==> src/rtl/bsie_map.svh <==
// Register map, field constants and reset values of the bit and skip block
`ifndef BSIE_MAP_SVH
`define BSIE_MAP_SVH
// Operation
// - Clear IO bit: selected IO register bit becomes 0, others and flags kept.
// - Assert IO bit: selected IO register bit becomes 1, others and flags kept.
// - Clear memory bit: selected data byte bit becomes 0, others and flags kept.
// - Assert memory bit: selected data byte bit becomes 1, others and flags kept.
// - Compare with immediate: skip next instruction when working register equals it.
// - Both compares set all four flags as working register minus operand, register kept.
// - Compare with memory: skip next instruction when working register equals byte.
// - Test IO bit low: skip next when selected IO bit is 0, flags kept.
// - Test IO bit high: skip next when selected IO bit is 1, flags kept.
// - Test memory bit low: skip next when selected byte bit is 0, flags kept.
// - Test memory bit high: skip next when selected byte bit is 1, flags kept.
// - Increment working register, set all four flags, skip next when result zero.
// - Decrement working register, set all four flags, skip next when result zero.
// - Increment memory byte, write back, set four flags, skip next on zero.
// - Decrement memory byte, write back, set four flags, skip next on zero.

// Register byte offsets on the bus
`define BSIE_REG_CMD      8'h00
`define BSIE_REG_ACC      8'h04
`define BSIE_REG_FLAGS    8'h08
`define BSIE_REG_STATUS   8'h0c
`define BSIE_REG_RESULT   8'h10
`define BSIE_REG_IO_BASE  8'h20
`define BSIE_REG_IO_STEP  8'h04

// Sizes
`define BSIE_IO_COUNT     4
`define BSIE_MEM_AW       6
`define BSIE_DW           8

// Status register bit positions
`define BSIE_STAT_BUSY    0
`define BSIE_STAT_PEND    1
`define BSIE_STAT_SKIPPED 2

// Reset values and fixed operands
`define BSIE_ACC_RST      8'h00
`define BSIE_IO_RST       8'h00
`define BSIE_ONE          8'h01
`define BSIE_BIT_ONE      8'h01

`endif

==> src/rtl/bsie_pkg.sv <==
// Types shared by the bit and skip execution block
package bsie_pkg;

    // Instruction codes, in the command register op field
    typedef enum logic [4:0] {
        op_nop,
        clear_bit_op_io,
        assert_bit_op_io,
        clear_bit_op_mem,
        assert_bit_op_mem,
        cmp_imm_skip,
        cmp_mem_skip,
        test_low_skip_io,
        test_high_skip_io,
        test_low_skip_mem,
        test_high_skip_mem,
        inc_acc_skip,
        dec_acc_skip,
        inc_mem_skip,
        dec_mem_skip,
        mem_load,
        mem_fetch
    } bsie_op_t;

    // Arithmetic flags, zero flag in bit 0
    typedef struct packed {
        logic sign_wrap_flag;
        logic half_carry_flag;
        logic carry_flag;
        logic zero_flag;
    } bsie_flags_t;

    // Command register layout
    typedef struct packed {
        logic [7:0] imm;
        logic [1:0] rsv2;
        logic [5:0] addr;
        logic [4:0] rsv1;
        logic [2:0] bit_idx;
        logic [2:0] rsv0;
        bsie_op_t   op;
    } bsie_cmd_t;

    // Result of the adder with its flags
    typedef struct packed {
        logic [7:0]  res;
        bsie_flags_t flags;
    } bsie_alu_t;

    // Execution sequence
    typedef enum logic [1:0] {
        st_idle,
        st_read,
        st_exec
    } bsie_state_t;

endpackage

==> src/rtl/bsie_core.sv <==
// Bit set, bit test and skip instruction execution with Avalon-MM register access
`timescale 1ns/1ps
`include "bsie_map.svh"
module bsie_core #(
    parameter int IO_COUNT = `BSIE_IO_COUNT,
    parameter int MEM_AW   = `BSIE_MEM_AW
) (
    // Clock, reset and enable
    input  wire logic                   clk,
    input  wire logic                   nrst,
    input  wire logic                   ce,
    // Avalon-MM slave
    input  wire logic [7:0]             avs_address,
    input  wire logic                   avs_read,
    input  wire logic                   avs_write,
    input  wire logic [31:0]            avs_writedata,
    input  wire logic [3:0]             avs_byteenable,
    output logic      [31:0]            avs_readdata,
    output logic                        avs_waitrequest,
    // Port data registers
    output logic      [`BSIE_DW-1:0]    port_a,
    output logic      [`BSIE_DW-1:0]    port_b,
    // Architectural state
    output logic      [`BSIE_DW-1:0]    working_register,
    output bsie_pkg::bsie_flags_t       arith_flags
);
    import bsie_pkg::*;

    localparam int IW = $clog2(IO_COUNT);

    ////////////////////////////////////////////////////////////////////////////
    // Functions

    // Subtract with borrow style flags, used by compares and decrements
    function automatic bsie_alu_t alu_sub(input logic [7:0] a, input logic [7:0] b);
        logic [8:0] diff;
        bsie_alu_t  r;
        diff                     = {1'b0, a} - {1'b0, b};
        r.res                    = diff[7:0];
        r.flags.zero_flag        = (diff[7:0] == '0);
        r.flags.carry_flag       = diff[8];
        r.flags.half_carry_flag  = (a[3:0] < b[3:0]);
        r.flags.sign_wrap_flag   = (a[7] ^ b[7]) & (diff[7] ^ a[7]);
        return r;
    endfunction

    // Add with carry out flags, used by increments
    function automatic bsie_alu_t alu_add(input logic [7:0] a, input logic [7:0] b);
        logic [8:0] sum;
        logic [4:0] low;
        bsie_alu_t  r;
        sum                      = {1'b0, a} + {1'b0, b};
        low                      = {1'b0, a[3:0]} + {1'b0, b[3:0]};
        r.res                    = sum[7:0];
        r.flags.zero_flag        = (sum[7:0] == '0);
        r.flags.carry_flag       = sum[8];
        r.flags.half_carry_flag  = low[4];
        r.flags.sign_wrap_flag   = ~(a[7] ^ b[7]) & (sum[7] ^ a[7]);
        return r;
    endfunction

    // Byte lane merge for partial writes
    function automatic logic [31:0] be_merge(input logic [31:0] old, input logic [31:0] nw,
                                             input logic [3:0] be);
        logic [31:0] m;
        m = old;
        for (int i = 0; i < 4; i++) begin
            if (be[i]) begin
                m[i*8 +: 8] = nw[i*8 +: 8];
            end
        end
        return m;
    endfunction

    // Bus offset falls on an IO data register
    function automatic logic io_hit(input logic [7:0] a);
        return (a >= `BSIE_REG_IO_BASE) &&
               (a < (`BSIE_REG_IO_BASE + 8'(IO_COUNT) * `BSIE_REG_IO_STEP));
    endfunction

    // Index of the IO data register at a bus offset
    function automatic logic [IW-1:0] io_index(input logic [7:0] a);
        return IW'((a - `BSIE_REG_IO_BASE) >> 2);
    endfunction

    ////////////////////////////////////////////////////////////////////////////
    // State

    bsie_state_t               state_q;
    bsie_cmd_t                 cmd_q;
    logic [`BSIE_DW-1:0]       acc_q;
    bsie_flags_t               flags_q;
    logic [`BSIE_DW-1:0]       io_q [IO_COUNT];
    logic [`BSIE_DW-1:0]       result_q;
    logic                      skip_pend_q;
    logic                      skipped_q;
    logic                      wait_q;
    logic [31:0]               rdata_q;
    logic [`BSIE_DW-1:0]       mem_rdata;

    ////////////////////////////////////////////////////////////////////////////
    // Bus decode

    logic [7:0]  bus_addr;
    logic        bus_can;
    logic        wr_done;
    logic [31:0] wr_word;
    logic [31:0] rd_mux;

    // Low address bits ignored; registers are aligned words
    assign bus_addr = {avs_address[7:2], 2'b00};
    // Writes wait while an instruction runs so they never race it
    assign bus_can  = avs_read | (avs_write & (state_q == st_idle));
    assign wr_done  = avs_write & ~wait_q;

    // Read value of the addressed register, zero for unmapped offsets
    always_comb begin
        rd_mux = '0;
        unique case (bus_addr)
            `BSIE_REG_CMD:    rd_mux = cmd_q;
            `BSIE_REG_ACC:    rd_mux = 32'(acc_q);
            `BSIE_REG_FLAGS:  rd_mux = 32'(flags_q);
            `BSIE_REG_STATUS: begin
                rd_mux[`BSIE_STAT_BUSY]    = (state_q != st_idle);
                rd_mux[`BSIE_STAT_PEND]    = skip_pend_q;
                rd_mux[`BSIE_STAT_SKIPPED] = skipped_q;
            end
            `BSIE_REG_RESULT: rd_mux = 32'(result_q);
            default: begin
                if (io_hit(bus_addr)) begin
                    rd_mux = 32'(io_q[io_index(bus_addr)]);
                end
            end
        endcase
    end

    // Write data merged lane by lane onto the addressed register
    always_comb begin
        wr_word = be_merge(rd_mux, avs_writedata, avs_byteenable);
    end

    // Waitrequest drops for one cycle once a request can be served
    always_ff @(posedge clk or negedge nrst) begin
        if (!nrst) begin
            wait_q <= 1'b1;
        end else if (ce) begin
            if (wait_q && bus_can) begin
                wait_q <= 1'b0;
            end else begin
                wait_q <= 1'b1;
            end
        end
    end

    // Read data captured as waitrequest drops, stands through the last edge
    always_ff @(posedge clk or negedge nrst) begin
        if (!nrst) begin
            rdata_q <= '0;
        end else if (ce && wait_q && avs_read) begin
            rdata_q <= rd_mux;
        end
    end

    assign avs_waitrequest  = wait_q;
    assign avs_readdata     = rdata_q;

    ////////////////////////////////////////////////////////////////////////////
    // Execution

    logic                ex_go;
    logic                io_ok;
    logic [`BSIE_DW-1:0] io_byte;
    logic [`BSIE_DW-1:0] mask;
    bsie_alu_t           alu;
    logic                ex_acc_we;
    logic                ex_flags_we;
    logic                ex_io_we;
    logic [`BSIE_DW-1:0] ex_io_data;
    logic                ex_mem_we;
    logic [`BSIE_DW-1:0] ex_mem_data;
    logic                ex_res_we;
    logic                ex_skip;

    // An instruction behind a taken skip runs its cycles but changes nothing
    assign ex_go   = (state_q == st_exec) & ~skip_pend_q;
    assign io_ok   = (32'(cmd_q.addr) < IO_COUNT);
    assign io_byte = io_ok ? io_q[IW'(cmd_q.addr)] : '0;
    assign mask    = `BSIE_BIT_ONE << cmd_q.bit_idx;

    // Effects of the latched instruction; memory operand is valid in st_exec
    always_comb begin
        alu         = '0;
        ex_acc_we   = 1'b0;
        ex_flags_we = 1'b0;
        ex_io_we    = 1'b0;
        ex_io_data  = io_byte;
        ex_mem_we   = 1'b0;
        ex_mem_data = mem_rdata;
        ex_res_we   = 1'b0;
        ex_skip     = 1'b0;
        unique case (cmd_q.op)
            clear_bit_op_io: begin
                ex_io_we   = io_ok;
                ex_io_data = io_byte & ~mask;
            end
            assert_bit_op_io: begin
                ex_io_we   = io_ok;
                ex_io_data = io_byte | mask;
            end
            clear_bit_op_mem: begin
                ex_mem_we   = 1'b1;
                ex_mem_data = mem_rdata & ~mask;
            end
            assert_bit_op_mem: begin
                ex_mem_we   = 1'b1;
                ex_mem_data = mem_rdata | mask;
            end
            cmp_imm_skip: begin
                alu         = alu_sub(acc_q, cmd_q.imm);
                ex_flags_we = 1'b1;
                ex_skip     = (acc_q == cmd_q.imm);
            end
            cmp_mem_skip: begin
                alu         = alu_sub(acc_q, mem_rdata);
                ex_flags_we = 1'b1;
                ex_skip     = (acc_q == mem_rdata);
            end
            test_low_skip_io:   ex_skip = ~io_byte[cmd_q.bit_idx];
            test_high_skip_io:  ex_skip = io_byte[cmd_q.bit_idx];
            test_low_skip_mem:  ex_skip = ~mem_rdata[cmd_q.bit_idx];
            test_high_skip_mem: ex_skip = mem_rdata[cmd_q.bit_idx];
            inc_acc_skip: begin
                alu         = alu_add(acc_q, `BSIE_ONE);
                ex_acc_we   = 1'b1;
                ex_flags_we = 1'b1;
                ex_skip     = alu.flags.zero_flag;
            end
            dec_acc_skip: begin
                alu         = alu_sub(acc_q, `BSIE_ONE);
                ex_acc_we   = 1'b1;
                ex_flags_we = 1'b1;
                ex_skip     = alu.flags.zero_flag;
            end
            inc_mem_skip: begin
                alu         = alu_add(mem_rdata, `BSIE_ONE);
                ex_mem_we   = 1'b1;
                ex_mem_data = alu.res;
                ex_flags_we = 1'b1;
                ex_skip     = alu.flags.zero_flag;
            end
            dec_mem_skip: begin
                alu         = alu_sub(mem_rdata, `BSIE_ONE);
                ex_mem_we   = 1'b1;
                ex_mem_data = alu.res;
                ex_flags_we = 1'b1;
                ex_skip     = alu.flags.zero_flag;
            end
            mem_load: begin
                ex_mem_we   = 1'b1;
                ex_mem_data = cmd_q.imm;
            end
            mem_fetch: ex_res_we = 1'b1;
            default: begin
                // No operation and undefined codes change nothing
            end
        endcase
    end

    // Sequence: latch command, read memory operand, apply effects
    always_ff @(posedge clk or negedge nrst) begin
        if (!nrst) begin
            state_q <= st_idle;
        end else if (ce) begin
            unique case (state_q)
                st_idle: begin
                    if (wr_done && bus_addr == `BSIE_REG_CMD) begin
                        state_q <= st_read;
                    end
                end
                st_read: state_q <= st_exec;
                st_exec: state_q <= st_idle;
            endcase
        end
    end

    // Command register, reserved bits forced to zero
    always_ff @(posedge clk or negedge nrst) begin
        if (!nrst) begin
            cmd_q <= '0;
        end else if (ce && wr_done && bus_addr == `BSIE_REG_CMD) begin
            cmd_q      <= bsie_cmd_t'(wr_word);
            cmd_q.rsv0 <= '0;
            cmd_q.rsv1 <= '0;
            cmd_q.rsv2 <= '0;
        end
    end

    // Working register: bus load when idle, else increment or decrement result
    always_ff @(posedge clk or negedge nrst) begin
        if (!nrst) begin
            acc_q <= `BSIE_ACC_RST;
        end else if (ce) begin
            if (wr_done && bus_addr == `BSIE_REG_ACC) begin
                acc_q <= wr_word[`BSIE_DW-1:0];
            end else if (ex_go && ex_acc_we) begin
                acc_q <= alu.res;
            end
        end
    end

    // Flags: compares leave the working register alone but update all four
    always_ff @(posedge clk or negedge nrst) begin
        if (!nrst) begin
            flags_q <= '0;
        end else if (ce) begin
            if (wr_done && bus_addr == `BSIE_REG_FLAGS) begin
                flags_q <= bsie_flags_t'(wr_word[$bits(bsie_flags_t)-1:0]);
            end else if (ex_go && ex_flags_we) begin
                flags_q <= alu.flags;
            end
        end
    end

    // IO data registers, one per index; bit ops rewrite the whole byte
    for (genvar g = 0; g < IO_COUNT; g++) begin : g_io
        always_ff @(posedge clk or negedge nrst) begin
            if (!nrst) begin
                io_q[g] <= `BSIE_IO_RST;
            end else if (ce) begin
                if (wr_done && io_hit(bus_addr) && io_index(bus_addr) == IW'(g)) begin
                    io_q[g] <= wr_word[`BSIE_DW-1:0];
                end else if (ex_go && ex_io_we && IW'(cmd_q.addr) == IW'(g)) begin
                    io_q[g] <= ex_io_data;
                end
            end
        end
    end

    // Fetched memory byte for software
    always_ff @(posedge clk or negedge nrst) begin
        if (!nrst) begin
            result_q <= '0;
        end else if (ce && ex_go && ex_res_we) begin
            result_q <= mem_rdata;
        end
    end

    // A taken skip arms; the next instruction consumes it and is cancelled
    always_ff @(posedge clk or negedge nrst) begin
        if (!nrst) begin
            skip_pend_q <= 1'b0;
            skipped_q   <= 1'b0;
        end else if (ce && state_q == st_exec) begin
            skip_pend_q <= ~skip_pend_q & ex_skip;
            skipped_q   <= skip_pend_q;
        end
    end

    ////////////////////////////////////////////////////////////////////////////
    // Data memory

    bsie_mem #(
        .DW (`BSIE_DW),
        .AW (MEM_AW)
    ) u_mem (
        .clk     (clk),
        .nrst    (nrst),
        .ce      (ce),
        .we      (ex_go & ex_mem_we),
        .waddr   (MEM_AW'(cmd_q.addr)),
        .wdata   (ex_mem_data),
        .raddr   (MEM_AW'(cmd_q.addr)),
        .rdata_q (mem_rdata)
    );

    // Outputs straight from registers
    assign port_a           = io_q[0];
    assign port_b           = io_q[1];
    assign working_register = acc_q;
    assign arith_flags      = flags_q;

endmodule

==> src/rtl/bsie_mem.sv <==
// Data memory of the bit and skip execution block, registered read port
`timescale 1ns/1ps
module bsie_mem #(
    parameter int DW = 8,
    parameter int AW = 6
) (
    // Clock, reset and enable
    input  wire logic          clk,
    input  wire logic          nrst,
    input  wire logic          ce,
    // Write port
    input  wire logic          we,
    input  wire logic [AW-1:0] waddr,
    input  wire logic [DW-1:0] wdata,
    // Read port
    input  wire logic [AW-1:0] raddr,
    output logic      [DW-1:0] rdata_q
);

    logic [DW-1:0] mem_q [0:(1<<AW)-1];

    // Array carries no reset so it can map onto RAM
    always_ff @(posedge clk) begin
        if (ce && we) begin
            mem_q[waddr] <= wdata;
        end
    end

    // Read data registered; a write in the same cycle shows on the next read
    always_ff @(posedge clk or negedge nrst) begin
        if (!nrst) begin
            rdata_q <= '0;
        end else if (ce) begin
            rdata_q <= mem_q[raddr];
        end
    end

endmodule

==> config.mk <==
export PLATFORM = sky130hd
export DESIGN_NAME = bsie_core
export DESIGN_NICKNAME = d
export VERILOG_FILES = /design/src/rtl/bsie_pkg.sv /design/src/rtl/bsie_core.sv /design/src/rtl/bsie_mem.sv
export VERILOG_INCLUDE_DIRS = /design/src /design/src/rtl
export SDC_FILE = /design/constraint.sdc
export NUM_CORES = 1
export LEC_CHECK = 0
export ABC_AREA = 0
export ABC_CLOCK_PERIOD_IN_PS = 8000
export BUFFER_PORTS_ARGS = -buffer_cell sky130_fd_sc_hd__buf_2
export CORE_ASPECT_RATIO = 0.9
export CORE_MARGIN = 4
export CORE_UTILIZATION = 50
export DETAILED_ROUTE_END_ITERATION = 8
export HOLD_SLACK_MARGIN = 0.05
export PLACE_DENSITY = 0.67
export SETUP_SLACK_MARGIN = 0.5
export SYNTH_ARGS = -nofsm -noshare
export SYNTH_HDL_FRONTEND = slang
export SYNTH_SLANG_ARGS = --single-unit
==> constraint.sdc <==
create_clock -name clk -period 8 [get_ports clk]
set_input_delay 1.2 -clock clk [delete_from_list [all_inputs] [get_ports clk]]
set_output_delay 1.2 -clock clk [all_outputs]
set_load 0.03 [all_outputs]
Word-level counts from Yosys, hierarchy flattened
Memories as Yosys holds them, arrays and structs flattened. A register that Yosys moved wholly into a read port is not among the register bits.
Index checks and enable logic that the tools add are counted.

cells by class
  add/subtract/negate cells = 9
  $lt $le $gt $ge = 10
  eq/ne operators = 31
  shift-type cells = 1
  mux-type cells = 44
  bitwise gates (word level) = 33
  reduce and logical (&&, ||, !) cells = 54

operators by type and width
  cell                                              number
  one-hot mux 29 bit (5 select lines)               1
  two-way mux 8 bit                                 18
  one-hot mux 12 bit (6 select lines)               1
  logical NOT 8 bit                                 7
  == test 5 x 4 -> 1 bit, second input constant     8
  one-hot mux 8 bit (5 select lines)                1
  binary-select mux 8 bit (select 2 bit)            2
  logical AND 1 bit                                 25
  == test 5 x 3 -> 1 bit, second input constant     4
  adder 8 x 1 -> 9 bit, second input constant       2
  subtractor 8 x 1 -> 9 bit, second input constant  2
  subtractor 8 x 8 -> 9 bit                         2
  AND 8 bit                                         2
  == test 8 bit                                     2
  OR 8 bit                                          2
  one-hot mux 8 bit (2 select lines)                1
  one-hot mux 3 bit (5 select lines)                1
  AND reduction 2 bit                               7
  nonzero test 2 bit                                7
  == test 6 x 2 -> 1 bit, second input constant     2
  AND 1 bit                                         11
  adder 4 x 1 -> 5 bit, second input constant       2
  == test 2 bit, second input constant              5
  == test 5 x 2 -> 1 bit, second input constant     2
  33 further kinds                                  65

word-level totals
  flip-flop bits (word level) = 111
  RAM bits = 512
  output and inout bits = 61
  logic and storage cells = 202
  memories = 1

memory list
  name         depth  width  read ports  clocked after memory_dff  write ports  line            text
  u_mem.mem_q  64     8      1           1                         1            bsie_mem.sv:20  logic [DW-1:0] mem_q [0:(1<<AW)-1];

Logic depth before layout (Yosys ltp)
  word-level depth = 10
  mapped depth = 12
  gate-level depth less buffers = 11

By module
From an unflattened synthesis, not the netlist that was laid out.

second synthesis, totals
  cell total of the unflattened synthesis = 1,866
  area total of the unflattened synthesis = 28,449.8 µm²

modules (own cells, without submodules)
  module     times used  cells each  area an instance (µm²)  sequential area each (µm²)
  bsie_mem   1           941         20,229.4                15,574.9
  bsie_core  1           925         8,220.4                 2,603.7

Worst setup path before layout
Ideal clock, no wire load.

  path type = reg2reg
  start point = register cmd_q[0] (netlist name)
  end point = memory u_mem.mem_q[0][3], data pin
  arrival = 3.283 ns
  required time = 7.446 ns
  slack = 4.163 ns
  stages on the path, launching flop included = 8
  buffers on the path = 3
  clock period less this slack = 3.837 ns
  path through = dfrtp_1 buf_2 buf_2 nand2b_1 nor3_1 clkbuf_1 a221oi_1 o2111ai_1

between the ends
  word-level cells in the longest chain between the ends = 2

ends and longest elaborated chain
  what                                                  line              text
  start: declaration                                    bsie_core.sv:90   bsie_cmd_t cmd_q;
  start signal: assignment                              bsie_core.sv:291  cmd_q <= bsie_cmd_t'(wr_word);
  == test 5 x 4 -> 1 bit, or another cell as far along  bsie_core.sv:201  unique case (cmd_q.op)
  one-hot mux 8 bit (5 select lines) *                  bsie_core.sv:201
  net ex_mem_data[3]                                    bsie_core.sv:180  logic [`BSIE_DW-1:0] ex_mem_data;
  end: declaration                                      bsie_mem.sv:20

Mark *: on every way through the listed nets, which the timed path passes. The rest lies on a longest branch.

Worst setup path after layout
  start point = register cmd_q[16] (netlist name)
  end point = memory u_mem.mem_q[33][6], enable pin

Straight into the memory's write port.

==> impl_metrics.csv <==
group,metric,value,unit
run_status,outcome,"finished clean",
global_route,grt-ovfl-total,0,
die,placementRows,82,
routing,dr_wl_met3,6630,µm
setup_path,path_depth,4,
global_route,grt_usage,23.6,%
cts,post-cts-setup-buffers,0,
die,core,0.0558,mm²
routing,wl_met2,32100,µm
flow_run,cap_violations,0,
placement,dp_hpwl,46200,µm
power_and_ir_drop,p_leak,10.7,nW
min_path,hold_path.class,"reg2reg",
yosys,synth_ff_type,"edfxtp_1",
layout,final_util,56.1,%
cts,ctsHoldBuffers,0,
yosys,netlist-cell-type-count,81,
yosys,synth.mux.area_fraction,15.9,%
yosys,yosysSeqAreaShare,64.2,%
power_and_ir_drop,seq_power_share,49.4,%
power_and_ir_drop,p_comb_share,11.9,%
routing,vias,16900,
timing,slew_headroom,19.3,%
setup_path,worstPathArrival,4.08,ns
power_and_ir_drop,p_switching,0.00196,W
setup_path,crit_path_start_kind,"flip-flop",
timing,max_freq,259,MHz
yosys,async_flop_share,17.9,%
yosys,synth_fa_ha_area_share,1.51,%
global_route,grt_max_degree,110,
routing,drc,0,
timing,fin_skew,0.0292,ns
setup_path,path_class,"reg2reg",
timing,fin_crit_sh,48.3,%
routing,drt_pass1_iterations,5,
die,die_area,0.0605,mm²
yosys,syn_inst,1847,
yosys,synth_area,0.0283,mm²
timing,setup_violations,0,
cts,htreeDepth,3,
setup_path,crit_start,"cmd_q[16]$_DFFE_PN0P_",
setup_path,cp-end-kind,"flip-flop",
global_route,first_global_vias,16500,
die,start_util,50.7,%
setup_path,crit_required,8.22,ns
yosys,ys_ff_latch,624,
timing,slew_viol_final,0,
cts,clk_pin_slew,0.06,ns
placement,place_area,0.0292,mm²
power_and_ir_drop,ir_drop,0.198,mV
layout,area_delta_synth_final,10.6,%
yosys,synth_compound_area_share,7.46,%
cts,cts_tree,"yes",
placement,port_buffers,93,
cts,cts_buffer_depth,3,
setup_path,critical_path.top_delay_family,"simple AND/OR/NAND/NOR gates",
routing,highest_layer,"met4",
routing,drtAntennaViolNets,0,
routing,avgViaCountPerCell,6.27,
timing,rsz0062_at_grt,"false",
setup_path,cpPeakStageDelay,0.82,ns
routing,wirelength,71300,µm
global_route,antenna_found_initial,1,
setup_path,crit_end,"u_mem.mem_q[33][6]$_DFFE_PP_",
setup_path,reg2reg_depth,4,
routing,wirelength_met1,30100,µm
die,die_w,259,µm
yosys,syn_avg_cell_area,15.3,µm²
cts,post_cts_resized,0,
routing,drt_iter0_markers,1844,
layout,final_cell_area,0.0313,mm²
layout,num-fill-cells,4409,
placement,place_congestion,0.971,
power_and_ir_drop,p_per_area,243,mW/mm²
cts,clock-root-buffer,"clkbuf_16",
setup_path,reg2reg_slack,4.14,ns
timing,hold_slack,0.475,ns
routing,wire_per_inst,26.4,µm
die,die_h,234,µm
cts,clock_sinks,624,
yosys,synth-xor-area-share,0.650,%
timing,fin_crit,3.86,ns
cts,cts_made_buffers,66,
setup_path,cp_slowest_cell,"nor2_1",
timing,tightestPinTransition,1.21,ns
yosys,synth-simple-area-share,7.20,%
min_path,holdPathStages,2,
timing,finalSetupTns,0,ns
setup_path,timing.rr.start,"cmd_q[16]$_DFFE_PN0P_",
power_and_ir_drop,clkPwrFrac,38.7,%
setup_path,r2r-end,"u_mem.mem_q[33][6]$_DFFE_PP_",
timing,hold_viol_final,0,
setup_path,cp.buffers_inverters,1,
setup_path,path_cells,"buf_4, nand2b_1, or4_1, nor2_1",
power_and_ir_drop,sw_frac_of_total,25.8,%
cts,insertion_delay,0.62,ns
layout,nets,1977,
power_and_ir_drop,p_int,0.00564,W
yosys,synth_top_family_by_area,"multiplexers",
layout,layout-drive-gt1-share,22.1,%
global_route,grt_pass1_wl,106000,µm
yosys,synth-edff-count,512,
power_and_ir_drop,total_power,0.00761,W
yosys,yosys_warnings,0,
die,io_pins,110,
setup_path,critPathMaxFanout,40,
## power by group through the flow
stage	Clock (W)	Sequential (W)	Combinational (W)
floorplan	0	0.00380	0.000616
global placement	0	0.00382	0.000875
detailed placement	0	0.00382	0.000896
CTS	0.00299	0.00376	0.000900
global route	0.00312	0.00377	0.000984
finish	0.00294	0.00376	0.000905
## sequential cells by signal, indices dropped and copies added, names as in the netlist
register	flops
u_mem.rdata_q	8
arith_flags	4
skip_pend_q	1
port_b	8
cmd_q	22
io_q	16
port_a	8
working_register	8
avs_readdata	25
result_q	8
skipped_q	1
u_mem.mem_q	512
avs_waitrequest	1
state_q	2
## cell usage after synthesis (all sizes together), types with 10 or more instances
| cell | n | share of area [%] |
|---|---|---|
| buf | 74 | 1.7 |
| mux2 | 38 | 1.5 |
| edfxtp | 512 | 54 |
| nor2b | 13 | 0.29 |
| xnor2 | 16 | 0.50 |
| nand3 | 34 | 0.60 |
| clkbuf | 62 | 0.82 |
| o21ai | 106 | 1.9 |
| ha | 31 | 1.4 |
| mux4 | 159 | 13 |
| inv | 34 | 0.45 |
| dfrtp | 111 | 9.8 |
| nor2 | 144 | 2.0 |
| o221ai | 14 | 0.43 |
| a22oi | 28 | 0.74 |
| nand2b | 13 | 0.29 |
| nand4 | 12 | 0.27 |
| nor3 | 17 | 0.34 |
| nand2 | 138 | 1.9 |
| o22ai | 10 | 0.22 |
| a22o | 24 | 0.74 |
| mux2i | 50 | 1.8 |
| a21oi | 48 | 0.85 |
## tightest hold or removal path, stage by stage, from the launching register on
cell     delay [ns]
dfrtp_1        0.34
nand2_1        0.05
o21ai_0        0.06
## metrics by stage
step	std cells	setup WS, ns
final	2703	4.14
after global routing	2702	3.87
after CTS	2702	4.11
after detailed placement	2583	3.64
after global placement	2583	3.68
after floorplan	1853	4.16
## routing by layer
layer | vias to the layer above | track usage [%]
met3 | 152 | 5.70
met5 | - | 0
met1 | 8617 | 34.6
met4 | 0 | 8.50
li1 | 7353 | -
met2 | 827 | 35.0
## worst min path at each step
stage                                           start                     endpoint  slack, ns
after global routing      avs_readdata[2]$_DFFE_PN0P_  avs_readdata[2]$_DFFE_PN0P_       0.50
after detailed placement  avs_readdata[2]$_DFFE_PN0P_  avs_readdata[2]$_DFFE_PN0P_       0.47
after global placement    avs_readdata[2]$_DFFE_PN0P_  avs_readdata[2]$_DFFE_PN0P_       0.46
final                     avs_readdata[2]$_DFFE_PN0P_  avs_readdata[2]$_DFFE_PN0P_       0.48
after floorplan               result_q[0]$_DFFE_PN0P_      result_q[0]$_DFFE_PN0P_       0.45
after CTS                 avs_readdata[2]$_DFFE_PN0P_  avs_readdata[2]$_DFFE_PN0P_       0.48
## kinds of logic (layout without fill, tap and decap cells)
kind of cell / after synthesis / after routing
flip-flops: 624 / 624
AND/OR/NAND/NOR: 432 / 432
AO/OA/AOI/OAI: 318 / 318
multiplexers: 247 / 247
buffers and inverters: 171 / 264
adder cells (fa/ha/maj): 33 / 33
XOR/XNOR: 21 / 21
other: 1 / 8
## final cells by class
class / instances / area, µm² / area share [%]
Sequential cell: 624 / 18200 / 58.1
Multi-Input combinational cell: 1058 / 9340 / 29.8
Timing Repair Buffer: 110 / 621 / 1.98
Clock inverter: 30 / 258 / 0.823
Clock buffer: 89 / 1820 / 5.82
Tap cell: 756 / 946 / 3.02
Inverter: 35 / 131 / 0.420
Antenna cell: 1 / 2.50 / 0.00799
## placed cells by master, fill, tap and decap left out, types with 17 or more instances in the layout
master / Yosys / final
nand3_1: 34 / 30
a22oi_1: 28 / 28
ha_1: 31 / 31
a21oi_1: 48 / 48
dfrtp_1: 111 / 109
mux4_2: 159 / 159
clkbuf_16: 0 / 68
buf_2: 32 / 92
inv_1: 33 / 33
nor2_1: 142 / 142
edfxtp_1: 512 / 512
clkbuf_1: 62 / 17
o21ai_0: 102 / 102
nand2_1: 136 / 134
mux2_2: 38 / 38
mux2i_1: 50 / 50
a22o_1: 24 / 24
Power figures use the tool's default switching activity.
